--- config.mk ---
export PLATFORM = sky130hd
export DESIGN_NAME = four_channel_pwm_servo_unit
export DESIGN_NICKNAME = d
export VERILOG_FILES = /design/src/pwm_servo_pkg.sv /design/src/four_channel_pwm_servo_unit.sv
export SDC_FILE = /design/constraint.sdc
export NUM_CORES = 1
export LEC_CHECK = 0
export ABC_AREA = 0
export BUFFER_PORTS_ARGS = -buffer_cell sky130_fd_sc_hd__buf_2
export CORE_AREA = 2 2 230 232
export CTS_CLUSTER_SIZE = 20
export DETAILED_ROUTE_END_ITERATION = 8
export DIE_AREA = 0 0 232 234
export GPL_ROUTABILITY_DRIVEN = 0
export PLACE_DENSITY = 0.56
export SLEW_MARGIN = 20
export SYNTH_ARGS = -nofsm -noshare
export SYNTH_HDL_FRONTEND = slang
export SYNTH_SLANG_ARGS = --single-unit
--- constraint.sdc ---
create_clock -name ref_clk -period 6.7 [get_ports ref_clk]
set_input_delay 0.67 -clock ref_clk [delete_from_list [all_inputs] [get_ports ref_clk]]
set_output_delay 0.67 -clock ref_clk [all_outputs]
set_load 0.005 [all_outputs]
--- src/pwm_servo_pkg.sv ---
package pwm_servo_pkg;

    // ==========================================================
    // timing
    // ==========================================================
    localparam int CLK_PERIOD_PS = 5000;
    localparam int TICK_US = 1;
    localparam int TICK_CYCLES = (TICK_US * 1000000) / CLK_PERIOD_PS;
    localparam logic [15:0] TICK_LAST = 16'(TICK_CYCLES - 1);
    localparam int SERVO_PERIOD_US = 20000;
    localparam int SERVO_MIN_US = 1000;
    localparam int SERVO_MAX_US = 2000;
    localparam logic [15:0] SERVO_TOP = 16'(SERVO_PERIOD_US / TICK_US - 1);
    localparam logic [15:0] SERVO_BASE = 16'(SERVO_MIN_US / TICK_US);
    localparam logic [15:0] SERVO_SPAN = 16'((SERVO_MAX_US - SERVO_MIN_US) / TICK_US);
    localparam int FREQ_MAX_HZ = 20000;
    // least half period in ticks, rounded up
    localparam int HALF_MIN_INT = (1000000 + 2 * FREQ_MAX_HZ * TICK_US - 1)
        / (2 * FREQ_MAX_HZ * TICK_US);
    localparam logic [15:0] HALF_MIN = 16'(HALF_MIN_INT);

    // ==========================================================
    // field widths and reset values
    // ==========================================================
    localparam int WIDE_W = 16;
    localparam int NARROW_W = 8;
    localparam int AO_W = 10;
    localparam logic [AO_W-1:0] AO_RESET = 10'h000;
    localparam logic [AO_W-1:0] AO_FULL = 10'h3ff;

    // ==========================================================
    // types
    // ==========================================================
    typedef enum logic [2:0] {
        MODE_OFF,
        MODE_SERVO,
        MODE_DUTY,
        MODE_UNIVERSAL,
        MODE_FREQ
    } pwm_mode_t;

    typedef struct packed {
        pwm_mode_t mode;
        logic [15:0] prescale;
        logic [WIDE_W-1:0] period;
        logic [WIDE_W-1:0] set_a;
        logic [WIDE_W-1:0] set_b;
    } pair_cfg_t;

    typedef struct packed {
        pwm_mode_t mode;
        logic [15:0] prescale;
        logic [NARROW_W-1:0] period;
        logic [NARROW_W-1:0] set_a;
        logic [NARROW_W-1:0] set_b;
    } narrow_cfg_t;

endpackage

--- src/four_channel_pwm_servo_unit.sv ---
`timescale 1ns/1ps

// Function
// - After reset all four pulse outputs are low until software picks a mode.
// - Each pair runs in servo, duty cycle, universal or frequency mode.
// - Servo mode repeats every 20 ms with a high time from 1 ms to 2 ms.
// - Duty mode gives each channel its own duty and each pair one period.
// - Universal mode lets software set both period and duty of channel A.
// - Universal mode drives channel B at half the A frequency and 50% duty.
// - Frequency mode gives every channel its own frequency up to 20 kHz at 50% duty.
// - The wide pair takes right-justified 16-bit duty and period values.
// - The narrow pair takes right-justified 8-bit duty and period values.
// - Two analog output channels each take their own code when clk_en and that channel's strobe (ao_wr_0 or ao_wr_1) are both high.
// - Each analog code is a right-justified 10-bit value, 1023 being full scale.
module four_channel_pwm_servo_unit (
    // clock, reset, enable
    input wire logic ref_clk,
    input wire logic srst,
    input wire logic clk_en,
    // pair settings
    input pwm_servo_pkg::pair_cfg_t wide_cfg,
    input pwm_servo_pkg::narrow_cfg_t narrow_cfg,
    // analog codes
    input wire logic [pwm_servo_pkg::AO_W-1:0] ao_code_0,
    input wire logic ao_wr_0,
    input wire logic [pwm_servo_pkg::AO_W-1:0] ao_code_1,
    input wire logic ao_wr_1,
    // pulse outputs
    output logic wide_pair_chan_a,
    output logic wide_pair_chan_b,
    output logic narrow_pair_chan_a,
    output logic narrow_pair_chan_b,
    // analog outputs
    output logic [pwm_servo_pkg::AO_W-1:0] analog_out_chan_0,
    output logic [pwm_servo_pkg::AO_W-1:0] analog_out_chan_1
);

    // ==========================================================
    // helpers
    // ==========================================================
    // servo high time in ticks from a setting
    function automatic logic [15:0] servo_high(input logic [15:0] set, input logic narrow);
        logic [15:0] scaled;
        scaled = narrow ? {set[13:0], 2'b00} : set;
        if (scaled > pwm_servo_pkg::SERVO_SPAN) begin
            scaled = pwm_servo_pkg::SERVO_SPAN;
        end
        return 16'(pwm_servo_pkg::SERVO_BASE + scaled);
    endfunction

    // half period in ticks, held above the 20 kHz limit
    function automatic logic [15:0] half_ticks(input logic [15:0] set);
        return (set < pwm_servo_pkg::HALF_MIN) ? pwm_servo_pkg::HALF_MIN : set;
    endfunction

    // ==========================================================
    // microsecond timebase
    // ==========================================================
    logic [15:0] us_cnt;
    logic us_tick;

    assign us_tick = (us_cnt == pwm_servo_pkg::TICK_LAST);

    // free running tick for servo and frequency modes
    always_ff @(posedge ref_clk) begin
        if (srst) begin
            us_cnt <= 16'h0000;
        end else if (clk_en) begin
            us_cnt <= us_tick ? 16'h0000 : 16'(us_cnt + 16'h0001);
        end
    end

    // ==========================================================
    // settings of both pairs at one width
    // ==========================================================
    pwm_servo_pkg::pair_cfg_t cfg_in [2];
    logic out_a [2];
    logic out_b [2];

    // narrow values are zero extended, keeping 8-bit resolution
    always_comb begin
        cfg_in[0] = wide_cfg;
        cfg_in[1].mode = narrow_cfg.mode;
        cfg_in[1].prescale = narrow_cfg.prescale;
        cfg_in[1].period = {8'h00, narrow_cfg.period};
        cfg_in[1].set_a = {8'h00, narrow_cfg.set_a};
        cfg_in[1].set_b = {8'h00, narrow_cfg.set_b};
    end

    // ==========================================================
    // pair engines
    // ==========================================================
    genvar p;
    generate
        for (p = 0; p < 2; p++) begin : g_pair
            pwm_servo_pkg::pair_cfg_t sh;
            logic [15:0] pre_cnt;
            logic [15:0] cnt;
            logic [15:0] cnt_b;
            logic [15:0] top;
            logic [15:0] top_b;
            logic pre_tick;
            logic tick;
            logic wrap;
            logic wrap_b;
            logic load;
            logic tog_a;
            logic tog_b;
            logic next_out_a;
            logic next_out_b;
            logic is_narrow;

            assign is_narrow = (p == 1);
            assign pre_tick = (pre_cnt == sh.prescale);

            // timebase choice and count limits per mode
            always_comb begin
                tick = pre_tick;
                top = sh.period;
                top_b = 16'h0000;
                case (sh.mode)
                    pwm_servo_pkg::MODE_SERVO: begin
                        tick = us_tick;
                        top = pwm_servo_pkg::SERVO_TOP;
                    end
                    pwm_servo_pkg::MODE_FREQ: begin
                        tick = us_tick;
                        top = 16'(half_ticks(sh.set_a) - 16'h0001);
                        top_b = 16'(half_ticks(sh.set_b) - 16'h0001);
                    end
                    default: begin
                        tick = pre_tick;
                        top = sh.period;
                    end
                endcase
            end

            assign wrap = tick && (cnt >= top);
            assign wrap_b = tick && (cnt_b >= top_b);
            // settings taken only while idle or at a period boundary
            assign load = (sh.mode == pwm_servo_pkg::MODE_OFF) || wrap;

            // shadow copy of the settings
            always_ff @(posedge ref_clk) begin
                if (srst) begin
                    sh <= '0;
                    sh.mode <= pwm_servo_pkg::MODE_OFF;
                end else if (clk_en && load) begin
                    sh <= cfg_in[p];
                end
            end

            // prescaler for duty and universal modes
            always_ff @(posedge ref_clk) begin
                if (srst) begin
                    pre_cnt <= 16'h0000;
                end else if (clk_en) begin
                    if (sh.mode == pwm_servo_pkg::MODE_OFF || pre_tick) begin
                        pre_cnt <= 16'h0000;
                    end else begin
                        pre_cnt <= 16'(pre_cnt + 16'h0001);
                    end
                end
            end

            // main period counter
            always_ff @(posedge ref_clk) begin
                if (srst) begin
                    cnt <= 16'h0000;
                end else if (clk_en) begin
                    if (sh.mode == pwm_servo_pkg::MODE_OFF || wrap) begin
                        cnt <= 16'h0000;
                    end else if (tick) begin
                        cnt <= 16'(cnt + 16'h0001);
                    end
                end
            end

            // channel B half period counter for frequency mode
            always_ff @(posedge ref_clk) begin
                if (srst) begin
                    cnt_b <= 16'h0000;
                end else if (clk_en) begin
                    if (sh.mode != pwm_servo_pkg::MODE_FREQ || wrap_b) begin
                        cnt_b <= 16'h0000;
                    end else if (tick) begin
                        cnt_b <= 16'(cnt_b + 16'h0001);
                    end
                end
            end

            // toggle states for square wave outputs
            always_ff @(posedge ref_clk) begin
                if (srst) begin
                    tog_a <= 1'b0;
                    tog_b <= 1'b0;
                end else if (clk_en) begin
                    if (sh.mode == pwm_servo_pkg::MODE_FREQ) begin
                        if (wrap) begin
                            tog_a <= ~tog_a;
                        end
                        if (wrap_b) begin
                            tog_b <= ~tog_b;
                        end
                    end else if (sh.mode == pwm_servo_pkg::MODE_UNIVERSAL) begin
                        tog_a <= 1'b0;
                        if (wrap) begin
                            tog_b <= ~tog_b;
                        end
                    end else begin
                        tog_a <= 1'b0;
                        tog_b <= 1'b0;
                    end
                end
            end

            // output levels per mode
            always_comb begin
                next_out_a = 1'b0;
                next_out_b = 1'b0;
                case (sh.mode)
                    pwm_servo_pkg::MODE_SERVO: begin
                        next_out_a = cnt < servo_high(sh.set_a, is_narrow);
                        next_out_b = cnt < servo_high(sh.set_b, is_narrow);
                    end
                    pwm_servo_pkg::MODE_DUTY: begin
                        next_out_a = cnt < sh.set_a;
                        next_out_b = cnt < sh.set_b;
                    end
                    pwm_servo_pkg::MODE_UNIVERSAL: begin
                        next_out_a = cnt < sh.set_a;
                        next_out_b = tog_b;
                    end
                    pwm_servo_pkg::MODE_FREQ: begin
                        next_out_a = tog_a;
                        next_out_b = tog_b;
                    end
                    default: begin
                        next_out_a = 1'b0;
                        next_out_b = 1'b0;
                    end
                endcase
            end

            // registered pulse outputs
            always_ff @(posedge ref_clk) begin
                if (srst) begin
                    out_a[p] <= 1'b0;
                    out_b[p] <= 1'b0;
                end else if (clk_en) begin
                    out_a[p] <= next_out_a;
                    out_b[p] <= next_out_b;
                end
            end
        end
    endgenerate

    assign wide_pair_chan_a = out_a[0];
    assign wide_pair_chan_b = out_b[0];
    assign narrow_pair_chan_a = out_a[1];
    assign narrow_pair_chan_b = out_b[1];

    // ==========================================================
    // analog output codes
    // ==========================================================
    // each channel latches its own code on its own strobe
    always_ff @(posedge ref_clk) begin
        if (srst) begin
            analog_out_chan_0 <= pwm_servo_pkg::AO_RESET;
        end else if (clk_en && ao_wr_0) begin
            analog_out_chan_0 <= ao_code_0;
        end
    end

    always_ff @(posedge ref_clk) begin
        if (srst) begin
            analog_out_chan_1 <= pwm_servo_pkg::AO_RESET;
        end else if (clk_en && ao_wr_1) begin
            analog_out_chan_1 <= ao_code_1;
        end
    end

endmodule // four_channel_pwm_servo_unit

==> flow_summary.yaml, run 1 <==
min_path:
  worstHoldPathType: "input pin to flop"
  hp-start: "wide_cfg[16]"
setup_path:
  critPathKind: "flop to flop"
  crit_required_ns: 7.21
  critPathMaxFanout: 38
  setup.worst_path.start: "g_pair[0].sh[26]"
  end_kind: "flop"
  crit_arrival_ns: 6.16
  r2r_start: "g_pair[0].sh[26]"
  critPathLaunchType: "flop"
grt:
  grt_pass1_vias: 13270
  grt.overflow.total: 0
  antenna_found_initial: 0
  grt_pass1_wl_um: 68650
  grt_usage: 0.1547
  grt_max_degree: 96
clock_tree:
  cts_setup_buffers: 0
  h-tree-depth: 1
  clock_latency_ns: 0.59
  cts_resized: 0
  cts_hold_repair.buffers: 0
  cts_tree: "built"
  numCtsBuffers: 31
  clk_path_buf_depth: 3
  cts_sinks: 250
  root_buffer: "clkbuf_16"
  clk_pin_slew_ns: 0.06
floorplanning:
  rows: 84
  ios: 159
  start_util: 0.3048
  fp.coreArea_mm2: 0.05202
  die_y_um: 234
  dieArea_mm2: 0.05429
  die_w_um: 232
sta:
  worst_pin_slew_ns: 1.106
  finalCriticalPeriod_ns: 5.652
  finClkSkew_ns: 0.01438
  worst_hold_slack_ns: 0.3142
  setup_viol: 0
  fin_crit_sh: 0.8436
  clock.fmax_mhz: 176.9
  setup_ws_ns: 1.048
  hold_viol: 0
  final_max_slew_viol_count: 0
  tns_ns: 0
  max-slew-margin-rel: 0.2627
  rsz0062_at_grt: "false"
drt:
  vias: 13800
  wl_met2_um: 20260
  via_per_inst: 4.987
  met3WireLength_um: 1607
  met1_length_um: 20090
  wl_per_cell_um: 15.53
  routed_wirelength_um: 43000
  drc_errors: 0
  first_pass_iters: 5
  top_layer: "met4"
  drt_iter0_markers: 775
  ant_nets: 0
placement:
  hpwl_um: 32160
  pre_cts_ws_ns: 1.062
  portBuffers: 158
run_status:
  status: "finished clean"
final_layout:
  mostFrequentLayoutCell: "dfxtp_1"
  postLayoutCoreUtil: 0.3526
  final_cell_mix: "dfxtp_1 (246), nor2_1 (237), nand2_1 (213)"
  syn2layout_area_growth_pct: 15.68
  nFillCells: 5436
  drive_above_1_share: 0.1216
  nets: 2360
  antennaDiodeCount: 0
power:
  clockPowerShare: 0.310
  power_mw: 5.181
  pwr-share-comb: 0.345
  cell_internal_pwr_mw: 3.326
  seq_power_share: 0.345
  switching_power_mw: 1.855
  leakage_nw: 7.767
  power.density_mw_per_mm2: 282.4
  vdd_drop_max_mv: 0.2152
  netSwitchingFraction: 0.3580
synth:
  yosysUniqueCellTypes: 76
  yosys_warnings: 0
  synthCells: 1913
  synth_seq_area_share: 0.3181
  synth_area_mm2: 0.01586
  synth_flop_cell: "dfxtp_1"
  synth-edff-count: 4
  syn_area_per_cell_um2: 8.289
  ys_ff_latch: 250
  async_reset_ff_frac: 0
job:
  drv_cap: 0
-- logic make-up (layout without fill, tap and decap cells) --
| kind of cell | after synthesis | in the layout | share of synthesized area |
|---|---|---|---|
| buf+inv | 158 | 304 | 0.04182 |
| xor+xnor | 177 | 177 | 0.09776 |
| flops | 250 | 250 | 0.3181 |
| fa+ha+maj | 169 | 169 | 0.1333 |
| simple gates | 755 | 755 | 0.2244 |
| mux | 98 | 98 | 0.06194 |
| other cells | 1 | 22 | 0.0002365 |
| compound gates | 305 | 305 | 0.1224 |
-- worst paths after layout --
check | slack (ns) | end | depth (start not counted)
worst max register to register | 1.05 | g_pair[0].cnt[3] | 21
worst min register to register | 0.46 | analog_out_chan_1[6] | 2
worst max-delay path | 1.05 | g_pair[0].cnt[3] | 21
worst min-delay path | 0.31 | g_pair[0].sh[16] | 3
-- power by group through the flow --
| stage | registers, mW | logic (mW) | clock network (mW) |
|---|---|---|---|
| after floorplan | 1.73 | 1.42 | 0 |
| after global placement | 1.82 | 1.74 | 0 |
| final | 1.79 | 1.79 | 1.61 |
| after CTS | 1.79 | 1.79 | 1.67 |
| after detailed placement | 1.82 | 1.78 | 0 |
| after global routing | 1.81 | 1.99 | 1.73 |
-- cell usage after synthesis, types with 3 or more instances --
| library cell | instances | area [µm²] |
|---|---|---|
| a2111oi_0 | 4 | 35.03 |
| a211oi_1 | 16 | 120.1 |
| a21o_1 | 19 | 142.6 |
| a21oi_1 | 93 | 465.5 |
| a21oi_2 | 3 | 26.28 |
| a22oi_1 | 7 | 52.55 |
| a31oi_1 | 8 | 50.05 |
| and2_1 | 8 | 50.05 |
| and3_1 | 21 | 131.4 |
| and4_1 | 8 | 70.07 |
| buf_1 | 3 | 11.26 |
| buf_2 | 11 | 55.05 |
| buf_4 | 7 | 52.55 |
| buf_6 | 4 | 45.04 |
| clkbuf_1 | 60 | 225.2 |
| dfxtp_1 | 246 | 4925 |
| edfxtp_1 | 4 | 120.1 |
| ha_1 | 169 | 2115 |
| inv_1 | 72 | 270.3 |
| mux2i_1 | 97 | 970.9 |
| nand2_1 | 213 | 799.5 |
| nand2b_1 | 14 | 87.58 |
| nand3_1 | 59 | 295.3 |
| nand4_1 | 48 | 300.3 |
| nor2_1 | 237 | 889.6 |
| nor2b_1 | 8 | 50.05 |
| nor3_1 | 66 | 330.3 |
| nor3b_1 | 3 | 22.52 |
| nor4_1 | 26 | 162.7 |
| o2111ai_1 | 15 | 131.4 |
| o211ai_1 | 9 | 67.56 |
| o21a_1 | 6 | 45.04 |
| o21ai_0 | 65 | 325.3 |
| o21ai_1 | 4 | 20.02 |
| o22ai_1 | 12 | 75.07 |
| o31ai_1 | 20 | 150.1 |
| or2_2 | 3 | 18.77 |
| or3_1 | 15 | 93.84 |
| or4_1 | 8 | 60.06 |
| or4_4 | 3 | 33.78 |
| xnor2_1 | 106 | 928.4 |
| xor2_1 | 71 | 621.9 |
-- cell type report --
| type | instances | area, µm² | area share |
|---|---|---|---|
| Multi-Input combinational cell | 1526 | 10250 | 0.5588 |
| Timing Repair Buffer | 174 | 925.9 | 0.05047 |
| Tap cell | 688 | 860.8 | 0.04693 |
| Clock inverter | 12 | 80.08 | 0.004365 |
| Inverter | 73 | 274.0 | 0.01494 |
| Clock buffer | 45 | 908.4 | 0.04952 |
| Sequential cell | 250 | 5045 | 0.2750 |
-- per-stage QoR --
stage / instance area (µm²) / std cells
2_1_floorplan: 15940 / 1934
3_3_place_gp: 17360 / 2711
3_5_place_dp: 17360 / 2711
4_1_cts: 18340 / 2768
5_1_grt: 18340 / 2768
6_report: 18340 / 2768
-- routing by layer --
metal  vias to the layer above  GRT usage
met3                        63    0.01897
met4                         0    0.04667
met5                         -          0
li1                       7036          -
met1                      6456     0.2030
met2                       249     0.2649
-- state kept, by name (all words and copies together), names as in the netlist, 10 cells and up --
| signal | count |
|---|---|
| g_pair.cnt | 32 |
| g_pair.pre_cnt | 32 |
| g_pair.sh | 110 |
| analog_out_chan_1 | 10 |
| g_pair.cnt_b | 32 |
| analog_out_chan_0 | 10 |
| us_cnt | 16 |
-- worst max-delay path, cell delays in order, from the launching register on --
cell and delay (ns):
dfxtp_1 0.34, or4_1 0.59, nor3_1 0.33, nand2_1 0.19, o21ai_0 0.22, ha_1 0.20
or3b_2 0.48, nor3_1 0.15, o21ai_1 0.17, nor3_1 0.31, nand3_1 0.14, xnor2_1 0.14
a22oi_1 0.16, ha_1 0.27, o21ai_0 0.15, nor2_1 0.06, nor4_1 0.23, o21bai_1 0.19
o311ai_4 0.35, buf_12 0.29, nand2_1 0.37, a21oi_1 0.23
No activity file was read; power rests on OpenSTA's default activity.
==> inputs of run 2 (changes only) <==
--- a/config.mk
+++ b/config.mk
@@ -5,12 +5,12 @@
 export SDC_FILE = /design/constraint.sdc
 export NUM_CORES = 1
 export LEC_CHECK = 0
-export ABC_AREA = 0
+export ABC_AREA = 1
 export BUFFER_PORTS_ARGS = -buffer_cell sky130_fd_sc_hd__buf_2
-export CORE_AREA = 2 2 230 232
+export CORE_AREA = 2 2 237 239
 export CTS_CLUSTER_SIZE = 20
 export DETAILED_ROUTE_END_ITERATION = 8
-export DIE_AREA = 0 0 232 234
+export DIE_AREA = 0 0 239 241
 export GPL_ROUTABILITY_DRIVEN = 0
 export PLACE_DENSITY = 0.56
 export SLEW_MARGIN = 20
==> constraint.sdc (replaced) <==
create_clock -name ref_clk -period 5.4 [get_ports ref_clk]
set_input_delay 0.54 -clock ref_clk [delete_from_list [all_inputs] [get_ports ref_clk]]
set_output_delay 0.54 -clock ref_clk [all_outputs]
set_load 0.005 [all_outputs]
==> flow_summary.yaml, run 2 <==
drt:
  wl_per_cell_um: 15.26
  ant_nets: 0
  routed_wirelength_um: 51190
  vias: 16810
  first_pass_iters: 6
  via_per_inst: 5.012
  drc_errors: 0
  drt_iter0_markers: 1302
synth:
  yosysUniqueCellTypes: 54
  synth-edff-count: 4
  synth_area_mm2: 0.01684
  synthCells: 2482
  synth_seq_area_share: 0.2996
  yosys_warnings: 0
  synth_top_cells_by_count: "nand2_1 (477), nor2_1 (337), a21oi_1 (252)"
  synth_top_area_share: 0.2925
  synth_area_leaders: "dfxtp_1 (29%), ha_1 (13%), nand2_1 (11%)"
  synth_flop_cell: "dfxtp_1"
  yosys.area.top_type: "dfxtp_1"
  synth_most_common_cell: "nand2_1"
  async_reset_ff_frac: 0
  ys_ff_latch: 250
  syn_area_per_cell_um2: 6.784
clock_tree:
  clk_path_buf_depth: 3
  cts_tree: "built"
  cts_sinks: 250
  h-tree-depth: 2
  clk_pin_slew_ns: 0.06
  root_buffer: "clkbuf_16"
  clock_latency_ns: 0.56
  numCtsBuffers: 34
final_layout:
  postLayoutCoreUtil: 0.3544
  nFillCells: 5806
  final_cell_mix: "nand2_1 (477), nor2_1 (337), a21oi_1 (252)"
  top_register: "g_pair.sh"
  mostFrequentLayoutCell: "nand2_1"
  nets: 2927
  drive_above_1_share: 0.09781
  largest_register_ffs: 110
  syn2layout_area_growth_pct: 15.49
grt:
  grt_pass1_wl_um: 81960
  grt_max_degree: 90
  grt-busiest-layer: "met2"
  grt_util_met2: 0.2830
  grt_usage: 0.1757
  antenna_found_initial: 3
  grt_pass1_vias: 15960
  use_met1: 0.2326
  grtUsageMet3: 0.03077
  grt.overflow.total: 0
setup_path:
  end_kind: "flop"
  critPathKind: "flop to flop"
  crit_arrival_ns: 5.26
  critPathLaunchType: "flop"
  ff2ff_path_depth: 24
  critPathMaxFanout: 35
  crit_required_ns: 5.87
min_path:
  hold_depth: 3
  worstHoldPathType: "input pin to flop"
power:
  leakage_nw: 8.559
  power.density_mw_per_mm2: 289.0
  vdd_drop_max_mv: 0.1995
sta:
  tns_ns: 0
  setup_viol: 0
  worst_hold_slack_ns: 0.2503
  rsz0062_at_grt: "false"
  fin_crit_sh: 0.8877
  clock.fmax_mhz: 208.6
  final_max_slew_viol_count: 0
  finClkSkew_ns: 0.03168
  finalCriticalPeriod_ns: 4.793
  worst_pin_slew_ns: 1.015
  max-slew-margin-rel: 0.3232
  hold_viol: 0
placement:
  hpwl_um: 37970
  portBuffers: 158
floorplanning:
  fp.coreArea_mm2: 0.05488
  start_util: 0.3068
  dieArea_mm2: 0.05760
  rows: 86
  die_w_um: 239
  die_y_um: 241
  ios: 159
run_status:
  status: "finished clean"
job:
  drv_cap: 0
[run 2: cell types whose count changed after synthesis, moves of 17 or more]
cell / previous run / this run
o21ai_0: 65 / 103
a21o_1: 19 / 1
inv_1: 72 / 238
xnor2_1: 106 / 16
nand3_1: 59 / 234
nand2_1: 213 / 477
nand3b_1: 2 / 20
a21oi_1: 93 / 252
and3_1: 21 / 1
buf_2: 11 / 28
nor2_1: 237 / 337
mux2i_1: 97 / 0
[run 2: final timing paths]
| path | start | to | slack [ns] |
|---|---|---|---|
| setup / recovery | g_pair[0].sh[24] | g_pair[0].cnt[5] | 0.61 |
| hold / removal | ao_code_0[1] | analog_out_chan_0[1] | 0.25 |
| setup reg to reg | g_pair[0].sh[24] | g_pair[0].cnt[5] | 0.61 |
| hold reg to reg | g_pair[0].tog_a | g_pair[0].tog_a | 0.47 |
[run 2: logic make-up after synthesis]
kind of cell | synth area share
other cells | 0.0002227
compound gates | 0.1293
buf+inv | 0.08025
simple gates | 0.3182
flops | 0.2996
xor+xnor | 0.04681
fa+ha+maj | 0.1256
[run 2: layout make-up]
cell class,instances,area [µm²],share of cell area
diodes,2,5.005,0.0002574
clock buffers,45,953.4,0.04903
multi-input cells,1918,10530,0.5413
well taps,704,880.8,0.04529
clock inverters,16,215.2,0.01107
flip-flops and latches,250,5045,0.2594
repair buffers,169,878.3,0.04517
inverters,250,943.4,0.04851
[run 2: worst max-delay path, cell delays in order, from the launching register on]
cell	delay, ns
dfxtp_1	0.37
nor2_1	0.21
nand3_1	0.12
nor3_2	0.30
o21ai_0	0.31
nand2_1	0.16
ha_1	0.20
nand2_1	0.12
nor2_1	0.21
nand3_1	0.16
inv_1	0.11
a21oi_1	0.06
o31ai_1	0.24
inv_1	0.08
ha_1	0.27
nand2_1	0.08
o21ai_0	0.10
a21oi_1	0.13
nand3_1	0.21
nand2_4	0.22
nand2_4	0.19
nand2_2	0.14
buf_4	0.38
nand2_1	0.19
a21oi_1	0.16
[run 2: metrics by stage]
stage	instances	setup WS [ns]	instance area [µm²]	power (mW)
after detailed placement	3291	0.5595	18270	3.272
after floorplan	2503	1.752	16920	2.919
after CTS	3352	0.5259	19440	5.691
final	3354	0.6066	19450	5.619
after global routing	3353	0.09112	19440	5.941
after global placement	3291	0.7882	18270	3.245
[run 2: layer usage]
| layer | vias to the layer above | share of wire | wire [µm] |
|---|---|---|---|
| li1 | 8544 | - | - |
| met1 | 7621 | 0.46 | 23570 |
| met2 | 549 | 0.43 | 22200 |
| met3 | 94 | 0.073 | 3750 |
| met4 | 2 | 0.032 | 1655 |
| met5 | - | 0.00020 | 10 |
[run 2: repair_timing]
| action | 4_1_cts | 5_1_grt |
|---|---|---|
| setup buffers | 0 | 0 |
| hold buffers | 0 | 0 |
| setup endpoints to repair | 0 | 12 |
| gates resized for setup | 0 | 1 |
[run 2: report_power, final]
| part | internal, mW | leakage [nW] | switching (mW) |
|---|---|---|---|
| sequential | 1.94 | 2.05 | 0.0979 |
| combinational | 0.400 | 5.94 | 0.807 |
| clock | 1.45 | 0.573 | 0.927 |
